$ cat config.mk
export PLATFORM = sky130hd
export DESIGN_NAME = tcs_scheduler
export DESIGN_NICKNAME = d
export VERILOG_FILES = /design/src/pkg/tcs_pkg.sv /design/src/rtl/tcs_period_sel.sv /design/src/rtl/tcs_scheduler.sv
export SDC_FILE = /design/constraint.sdc
export NUM_CORES = 1
export LEC_CHECK = 0
export ABC_AREA = 0
export BUFFER_PORTS_ARGS = -buffer_cell sky130_fd_sc_hd__buf_2
export CAP_MARGIN = 20
export CORE_UTILIZATION = 35
export DETAILED_ROUTE_END_ITERATION = 10
export PLACE_DENSITY = 0.48
export SLEW_MARGIN = 30
export SYNTH_ARGS = -nofsm -noshare
export SYNTH_HDL_FRONTEND = slang
export SYNTH_SLANG_ARGS = --single-unit
$ cat constraint.sdc
create_clock -name core_clk -period 3.8 [get_ports core_clk]
set_clock_uncertainty 0.15 [all_clocks]
set_input_delay 0.38 -clock core_clk [delete_from_list [all_inputs] [get_ports core_clk]]
set_output_delay 0.38 -clock core_clk [all_outputs]
set_load 0.05 [all_outputs]
$ cat src/pkg/tcs_pkg.sv
package tcs_pkg;

  // ----------------------------------------------------------------
  // Register map
  // ----------------------------------------------------------------
  localparam logic [7:0] TCS_STATUS_RD_ADDR   = 8'h02;
  localparam logic [7:0] TCS_CONFIG_RD_ADDR   = 8'h03;
  localparam logic [7:0] TCS_CONFIG_WR_ADDR   = 8'h09;
  localparam logic [7:0] TCS_ONESHOT_WR_ADDR  = 8'h0F;
  localparam logic [7:0] TCS_CONFIG_RESET     = 8'h47;
  localparam logic [7:0] TCS_CONFIG_WR_MASK   = 8'h47;
  localparam logic [7:0] TCS_STATUS_RESET     = 8'h00;

  // ----------------------------------------------------------------
  // Field positions
  // ----------------------------------------------------------------
  localparam int TCS_RATE_LSB      = 0;
  localparam int TCS_RATE_MSB      = 2;
  localparam int TCS_STANDBY_BIT   = 6;
  localparam int TCS_BUSY_BIT      = 7;
  localparam int TCS_NUM_CHANNELS  = 3;

  // ----------------------------------------------------------------
  // Timing
  // ----------------------------------------------------------------
  localparam int TCS_CLK_HZ        = 50_000_000;
  localparam int TCS_PASS_TIME_MS  = 60;
  localparam int TCS_PASS_CYCLES   = TCS_PASS_TIME_MS * (TCS_CLK_HZ / 1000);
  localparam int TCS_ONE_SEC_CYCLES = TCS_CLK_HZ;

  // ----------------------------------------------------------------
  // Rate codes
  // ----------------------------------------------------------------
  localparam logic [2:0] TCS_RATE_1HZ  = 3'h3;
  localparam logic [2:0] TCS_RATE_2HZ  = 3'h4;
  localparam logic [2:0] TCS_RATE_4HZ  = 3'h5;
  localparam logic [2:0] TCS_RATE_8HZ  = 3'h6;
  localparam logic [2:0] TCS_RATE_16HZ = 3'h7;

  typedef enum logic [1:0] {
    TCS_IDLE    = 2'b00,
    TCS_CONVERT = 2'b01,
    TCS_WAIT    = 2'b10
  } tcs_state_t;

endpackage

$ cat src/rtl/tcs_period_sel.sv
`timescale 1ns/10ps
module tcs_period_sel
  import tcs_pkg::*;
#(
  parameter int SEC_CYCLES = TCS_ONE_SEC_CYCLES
) (
  // Rate selection
  input  wire logic [2:0]  rate_code,
  // Pass period in cycles
  output logic      [31:0] period_cycles
);

  // Reserved codes fall back to the slowest rate, so a bad write never over-runs a pass.
  always_comb begin
    case (rate_code)
      TCS_RATE_2HZ:  period_cycles = 32'(SEC_CYCLES / 2);
      TCS_RATE_4HZ:  period_cycles = 32'(SEC_CYCLES / 4);
      TCS_RATE_8HZ:  period_cycles = 32'(SEC_CYCLES / 8);
      TCS_RATE_16HZ: period_cycles = 32'(SEC_CYCLES / 16);
      default:       period_cycles = 32'(SEC_CYCLES);
    endcase
  end

endmodule

$ cat src/rtl/tcs_scheduler.sv
`timescale 1ns/10ps
// Function
// - Rate code is configuration bits 2 to 0.
// - Codes 3..7 give 1,2,4,8,16 passes per second; 0..2 reserved.
// - One pass covers three channels and lasts about 60 ms.
// - Configuration bit 6: 0 run mode, 1 standby.
// - In run mode passes start repeatedly at the selected rate.
// - In standby the front end is powered down except while a pass runs, no periodic passes.
// - Register access works in both modes at all times.
// - In standby a one-shot write starts exactly one pass.
// - After a one-shot pass the device returns to standby itself.
// - Status bit 7 is set while a pass is in progress.
// - Results update with a single one-cycle pulse at pass end.
module tcs_scheduler
  import tcs_pkg::*;
#(
  parameter int PASS_CYCLES = TCS_PASS_CYCLES,
  parameter int SEC_CYCLES  = TCS_ONE_SEC_CYCLES
) (
  // Clock and reset
  input  wire logic       core_clk,
  input  wire logic       rst_n,
  // Register port
  input  wire logic       reg_wr,
  input  wire logic       reg_rd,
  input  wire logic [7:0] reg_addr,
  input  wire logic [7:0] reg_wdata,
  output logic      [7:0] reg_rdata,
  // Front end control
  output logic            frontend_power,
  output logic            pass_active,
  output logic [1:0]      channel_sel,
  output logic            result_update
);

  // ----------------------------------------------------------------
  // State
  // ----------------------------------------------------------------
  typedef struct packed {
    logic [7:0]  config_reg;
    tcs_state_t  state;
    logic [31:0] pass_cnt;
    logic [31:0] period_cnt;
    logic [1:0]  chan;
    logic        oneshot;
    logic        update;
    logic [7:0]  rdata;
  } tcs_regs_t;

  tcs_regs_t                    r;
  tcs_regs_t                    next_r;
  logic [31:0]                  period_cycles;
  logic                         standby;
  logic                         config_hit;
  logic                         oneshot_hit;
  logic [TCS_NUM_CHANNELS-1:0]  chan_done;

  localparam logic [31:0] CHAN_CYCLES = 32'(PASS_CYCLES / TCS_NUM_CHANNELS);

  // ----------------------------------------------------------------
  // Functions
  // ----------------------------------------------------------------
  // A register strobe only counts when its address matches exactly.
  function automatic logic f_write_hit(
    input logic       wr,
    input logic [7:0] addr,
    input logic [7:0] target
  );
    return wr && (addr == target);
  endfunction

  // The converter is busy, and the front end powered, only in the convert state.
  function automatic logic f_converting(
    input tcs_state_t s
  );
    return (s == TCS_CONVERT);
  endfunction

  // Every pass starts the same way, whether periodic or one-shot.
  function automatic tcs_regs_t f_start_pass(
    input tcs_regs_t   cur,
    input logic [31:0] period
  );
    tcs_regs_t nxt;
    nxt            = cur;
    nxt.state      = TCS_CONVERT;
    nxt.pass_cnt   = 32'h0000_0000;
    nxt.chan       = 2'b00;
    nxt.period_cnt = period - 32'h0000_0001;
    return nxt;
  endfunction

  // Unmapped reads return zero, and reads never disturb any state.
  function automatic logic [7:0] f_read_data(
    input logic [7:0] addr,
    input logic [7:0] cfg,
    input logic       busy
  );
    logic [7:0] data;
    data = 8'h00;
    case (addr)
      TCS_STATUS_RD_ADDR: begin
        data               = TCS_STATUS_RESET;
        data[TCS_BUSY_BIT] = busy;
      end
      TCS_CONFIG_RD_ADDR: begin
        data = cfg;
      end
      default: begin
        data = 8'h00;
      end
    endcase
    return data;
  endfunction

  // ----------------------------------------------------------------
  // Channel boundaries
  // ----------------------------------------------------------------
  // One compare per channel marks the cycle at which that channel's slot ends.
  for (genvar i = 0; i < TCS_NUM_CHANNELS; i++) begin : g_chan
    assign chan_done[i] = (r.pass_cnt + 32'h0000_0001) >= (CHAN_CYCLES * 32'(i + 1));
  end

  // ----------------------------------------------------------------
  // Period select and decode
  // ----------------------------------------------------------------
  // Reserved rate codes fall back to one pass per second inside the period selector.
  tcs_period_sel #(
    .SEC_CYCLES (SEC_CYCLES)
  ) u_period (
    .rate_code     (r.config_reg[TCS_RATE_MSB:TCS_RATE_LSB]),
    .period_cycles (period_cycles)
  );

  assign standby     = r.config_reg[TCS_STANDBY_BIT];
  assign config_hit  = f_write_hit(reg_wr, reg_addr, TCS_CONFIG_WR_ADDR);
  assign oneshot_hit = f_write_hit(reg_wr, reg_addr, TCS_ONESHOT_WR_ADDR);

  // ----------------------------------------------------------------
  // Next state
  // ----------------------------------------------------------------
  always_comb begin
    next_r        = r;
    next_r.update = 1'b0;
    // Configuration writes are served in every state and mode.
    if (config_hit) begin
      next_r.config_reg = reg_wdata & TCS_CONFIG_WR_MASK;
    end
    // A one-shot while converting is dropped, so a burst of writes still yields one pass.
    if (oneshot_hit && standby && !f_converting(r.state)) begin
      next_r.oneshot = 1'b1;
    end
    // The period counter runs from each pass start, so a pass longer than the period never overlaps.
    if (r.period_cnt != 32'h0000_0000) begin
      next_r.period_cnt = r.period_cnt - 32'h0000_0001;
    end
    case (r.state)
      TCS_IDLE: begin
        if (!standby || next_r.oneshot) begin
          next_r = f_start_pass(next_r, period_cycles);
        end
      end
      TCS_CONVERT: begin
        next_r.pass_cnt = r.pass_cnt + 32'h0000_0001;
        if (chan_done[r.chan] && r.chan != 2'(TCS_NUM_CHANNELS - 1)) begin
          next_r.chan = r.chan + 2'b01;
        end
        if (r.pass_cnt == 32'(PASS_CYCLES - 1)) begin
          next_r.update  = 1'b1;
          next_r.oneshot = 1'b0;
          next_r.state   = (standby || r.oneshot) ? TCS_IDLE : TCS_WAIT;
        end
      end
      TCS_WAIT: begin
        // A one-shot that arrives just as standby is entered starts its pass at once.
        if (standby && next_r.oneshot) begin
          next_r = f_start_pass(next_r, period_cycles);
        end else if (standby) begin
          next_r.state = TCS_IDLE;
        end else if (r.period_cnt == 32'h0000_0000) begin
          next_r = f_start_pass(next_r, period_cycles);
        end
      end
      default: begin
        next_r.state = TCS_IDLE;
      end
    endcase
    // Read data is registered: it appears one cycle after the read strobe.
    next_r.rdata = 8'h00;
    if (reg_rd) begin
      next_r.rdata = f_read_data(reg_addr, r.config_reg, f_converting(r.state));
    end
  end

  // ----------------------------------------------------------------
  // Registers
  // ----------------------------------------------------------------
  // Reset is synchronous, so the defaults load on the first edge that sees rst_n low.
  always_ff @(posedge core_clk) begin
    if (!rst_n) begin
      r.config_reg <= TCS_CONFIG_RESET;
      r.state      <= TCS_IDLE;
      r.pass_cnt   <= 32'h0000_0000;
      r.period_cnt <= 32'h0000_0000;
      r.chan       <= 2'b00;
      r.oneshot    <= 1'b0;
      r.update     <= 1'b0;
      r.rdata      <= 8'h00;
    end else begin
      r <= next_r;
    end
  end

  // ----------------------------------------------------------------
  // Outputs
  // ----------------------------------------------------------------
  assign reg_rdata      = r.rdata;
  // The front end is powered only while a pass runs, which keeps standby current low.
  assign pass_active    = f_converting(r.state);
  assign frontend_power = f_converting(r.state);
  assign channel_sel    = r.chan;
  assign result_update  = r.update;

endmodule

==> qor.yml <==
start_util_pct: 36.1
fmax_mhz: 293
post-route-util_pct: 39.5
nNetsFinal: 694
pwr-share-clk_pct: 29.8
irDropWorstVdd_v: 0.000458
busiest_layer: "met2"
maxSlewHeadroom_pct: 54.8
die_h_um: 125
drive_above_1_share_pct: 12.6
cts_buffer_depth: 2
outcome: "finished, final reports clean"
grt_setup_unrepaired: "false"
power.switching_uw: 1100
dr.first_iter.drc_count: 325
intPower_uw: 2050
hpwl_mm: 9.58
synth_ff_type: "dfxtp_1"
grt_max_degree: 31
worst-slew-pin-transition_ps: 677
p_sw_share_pct: 34.8
clkSlewWorstSetupHoldPaths_ps: 60
coreArea_mm2: 0.0146
grt_pass1_vias: 4619
die_w_um: 125
io_pins: 33
synth-warning-count: 0
yosysTopAreaCell: "dfxtp_1"
fp-row-count: 44
crit_path_start_kind: "register"
grt_pass1_wl_mm: 23.3
cts_resized: 0
seq_area_frac_synth_pct: 30.0
synth_top_area_share_pct: 30.0
antenna_found_initial: 0
cts_buffers: 9
layout_common_cells: "79 x dfxtp_1, 49 x nor2_1, 47 x nand2_1, 43 x o21ai_0, 32 x nand3_1"
holdBufCountCts: 0
port_buffers: 25
grt.total_usage_pct: 18.2
use_met1_pct: 23.5
cts_setup_buffers: 0
seqPwrFrac_pct: 35.0
area_growth_pct: 9.26
finalHoldViolCount: 0
synthCells: 670
drv_cap: 0
synth.area.top_cells: "dfxtp_1 30%, xnor2_1 4.5%, o21ai_0 4.1%"
syn_area_per_cell_um2: 7.87
diodes: 0
async_reset_ff_share_pct: 0
use_met2_pct: 30.3
wl_per_cell_um: 16.1
cp.arrival_ps: 3500
drc: 0
cts_tree: "built"
tns_ps: 0
setup_violations: 0
layout_commonest_cell: "dfxtp_1"
synthDistinctLibCells: 76
maxSlewViolCount: 0
path_max_fanout: 25
ys_ff_latch: 79
place_congestion: 0.781
vias_per_cell: 5.60
placed_area_mm2: 0.00544
crit_path_end_kind: "register"
stdcell_area_mm2: 0.00576
crit_type: "reg -> reg"
period_share_pct: 89.9
vias: 4774
cts.sinks: 79
grt_overflow: 0
p_comb_share_pct: 35.2
die_area_mm2: 0.0156
cts-htree-levels: 3
power_density_mw_per_mm2: 547
post-route-min-period_ps: 3410
min_path_type: "in -> reg"
crit_required_ps: 3880
postRouteAntennaNets: 0
wirelength_mm: 13.7
use_met3_pct: 3.91
total_leakage_power_uw: 0.00218
synth_edf_count: 0
netlist_area_mm2: 0.00527
firstDrtPassIters: 4
clockRootBuffer: "clkbuf_16"
clock_latency_ps: 350
## worst max-delay path, cell delays in order (launching register included)
cell and delay (ps):
dfxtp_1 330, or4_1 630, nor3_2 350, nand4_2 250
and2_4 250, a211o_1 480, buf_4 310, a21o_1 180
a22o_1 210, and2_1 150
## layout make-up
type | instances | area (µm²)
Fill cell | 1533 | 8830
Multi-Input combinational cell | 520 | 3350
Sequential cell | 79 | 1580
Clock buffer | 11 | 233
Timing Repair Buffer | 39 | 230
Tap cell | 184 | 230
Clock inverter | 5 | 82.6
Inverter | 14 | 52.6
## synth_stat cells, types with 4 or more instances
master / instances
a21boi_0: 8
a21oi_1: 30
a31oi_1: 4
and2_1: 29
and3_1: 13
and4_1: 5
buf_2: 8
buf_4: 12
clkbuf_1: 32
dfxtp_1: 79
ha_1: 11
inv_1: 14
mux2i_1: 4
nand2_1: 47
nand3_1: 32
nand4_1: 10
nor2_1: 49
nor2b_1: 11
nor3_1: 26
nor3b_1: 4
nor4_1: 9
nor4b_1: 4
o211ai_1: 4
o21a_1: 9
o21ai_0: 43
o22ai_1: 18
o31ai_1: 9
or2_2: 5
or3_1: 16
or4_1: 11
xnor2_1: 27
xor2_1: 16
## sequential cells by signal, summed over array words and instances, names as in the netlist
name / flops
result_update: 1
r: 71
channel_sel: 2
reg_rdata: 5
## cells by family after synthesis
kind of cell,after synthesis,synth area share (%)
buf+inv,73,6.72
compound gates,157,19.5
xor+xnor,43,7.15
simple gates,301,33.0
other cells,1,0.0712
fa+ha+maj,11,2.61
flops,79,30.0
mux,5,0.973
## through the flow
step	power [µW]	hold slack (ps)	setup slack, ps	cells
after floorplan	2000	317	776	672
after global placement	2190	351	397	836
after detailed placement	2220	354	398	836
after CTS	3180	91.7	358	852
after global routing	3370	114	138	852
final	3150	100	386	852
## final timing paths
| path | to | start | slack (ps) | depth (start not counted) |
|---|---|---|---|---|
| min | r[79] | reg_wdata[1] | 100 | 3 |
| max reg2reg | r[48] | r[21] | 390 | 9 |
| max | r[48] | r[21] | 390 | 9 |
| min reg2reg | r[76] | r[76] | 360 | 2 |
## power groups by stage
stage | Combinational, µW | Sequential (µW) | Clock (µW)
3_3_place_gp | 1080 | 1110 | 0
6_report | 1110 | 1100 | 939
3_5_place_dp | 1100 | 1120 | 0
2_1_floorplan | 911 | 1090 | 0
4_1_cts | 1110 | 1100 | 965
5_1_grt | 1250 | 1130 | 996
## per-layer routing
layer | routed length (µm) | vias up
li1 | - | 2422
met1 | 6660 | 2289
met2 | 6540 | 52
met3 | 315 | 11
met4 | 169 | 0
met5 | 0 | -
Power figures use the tool's default switching activity.
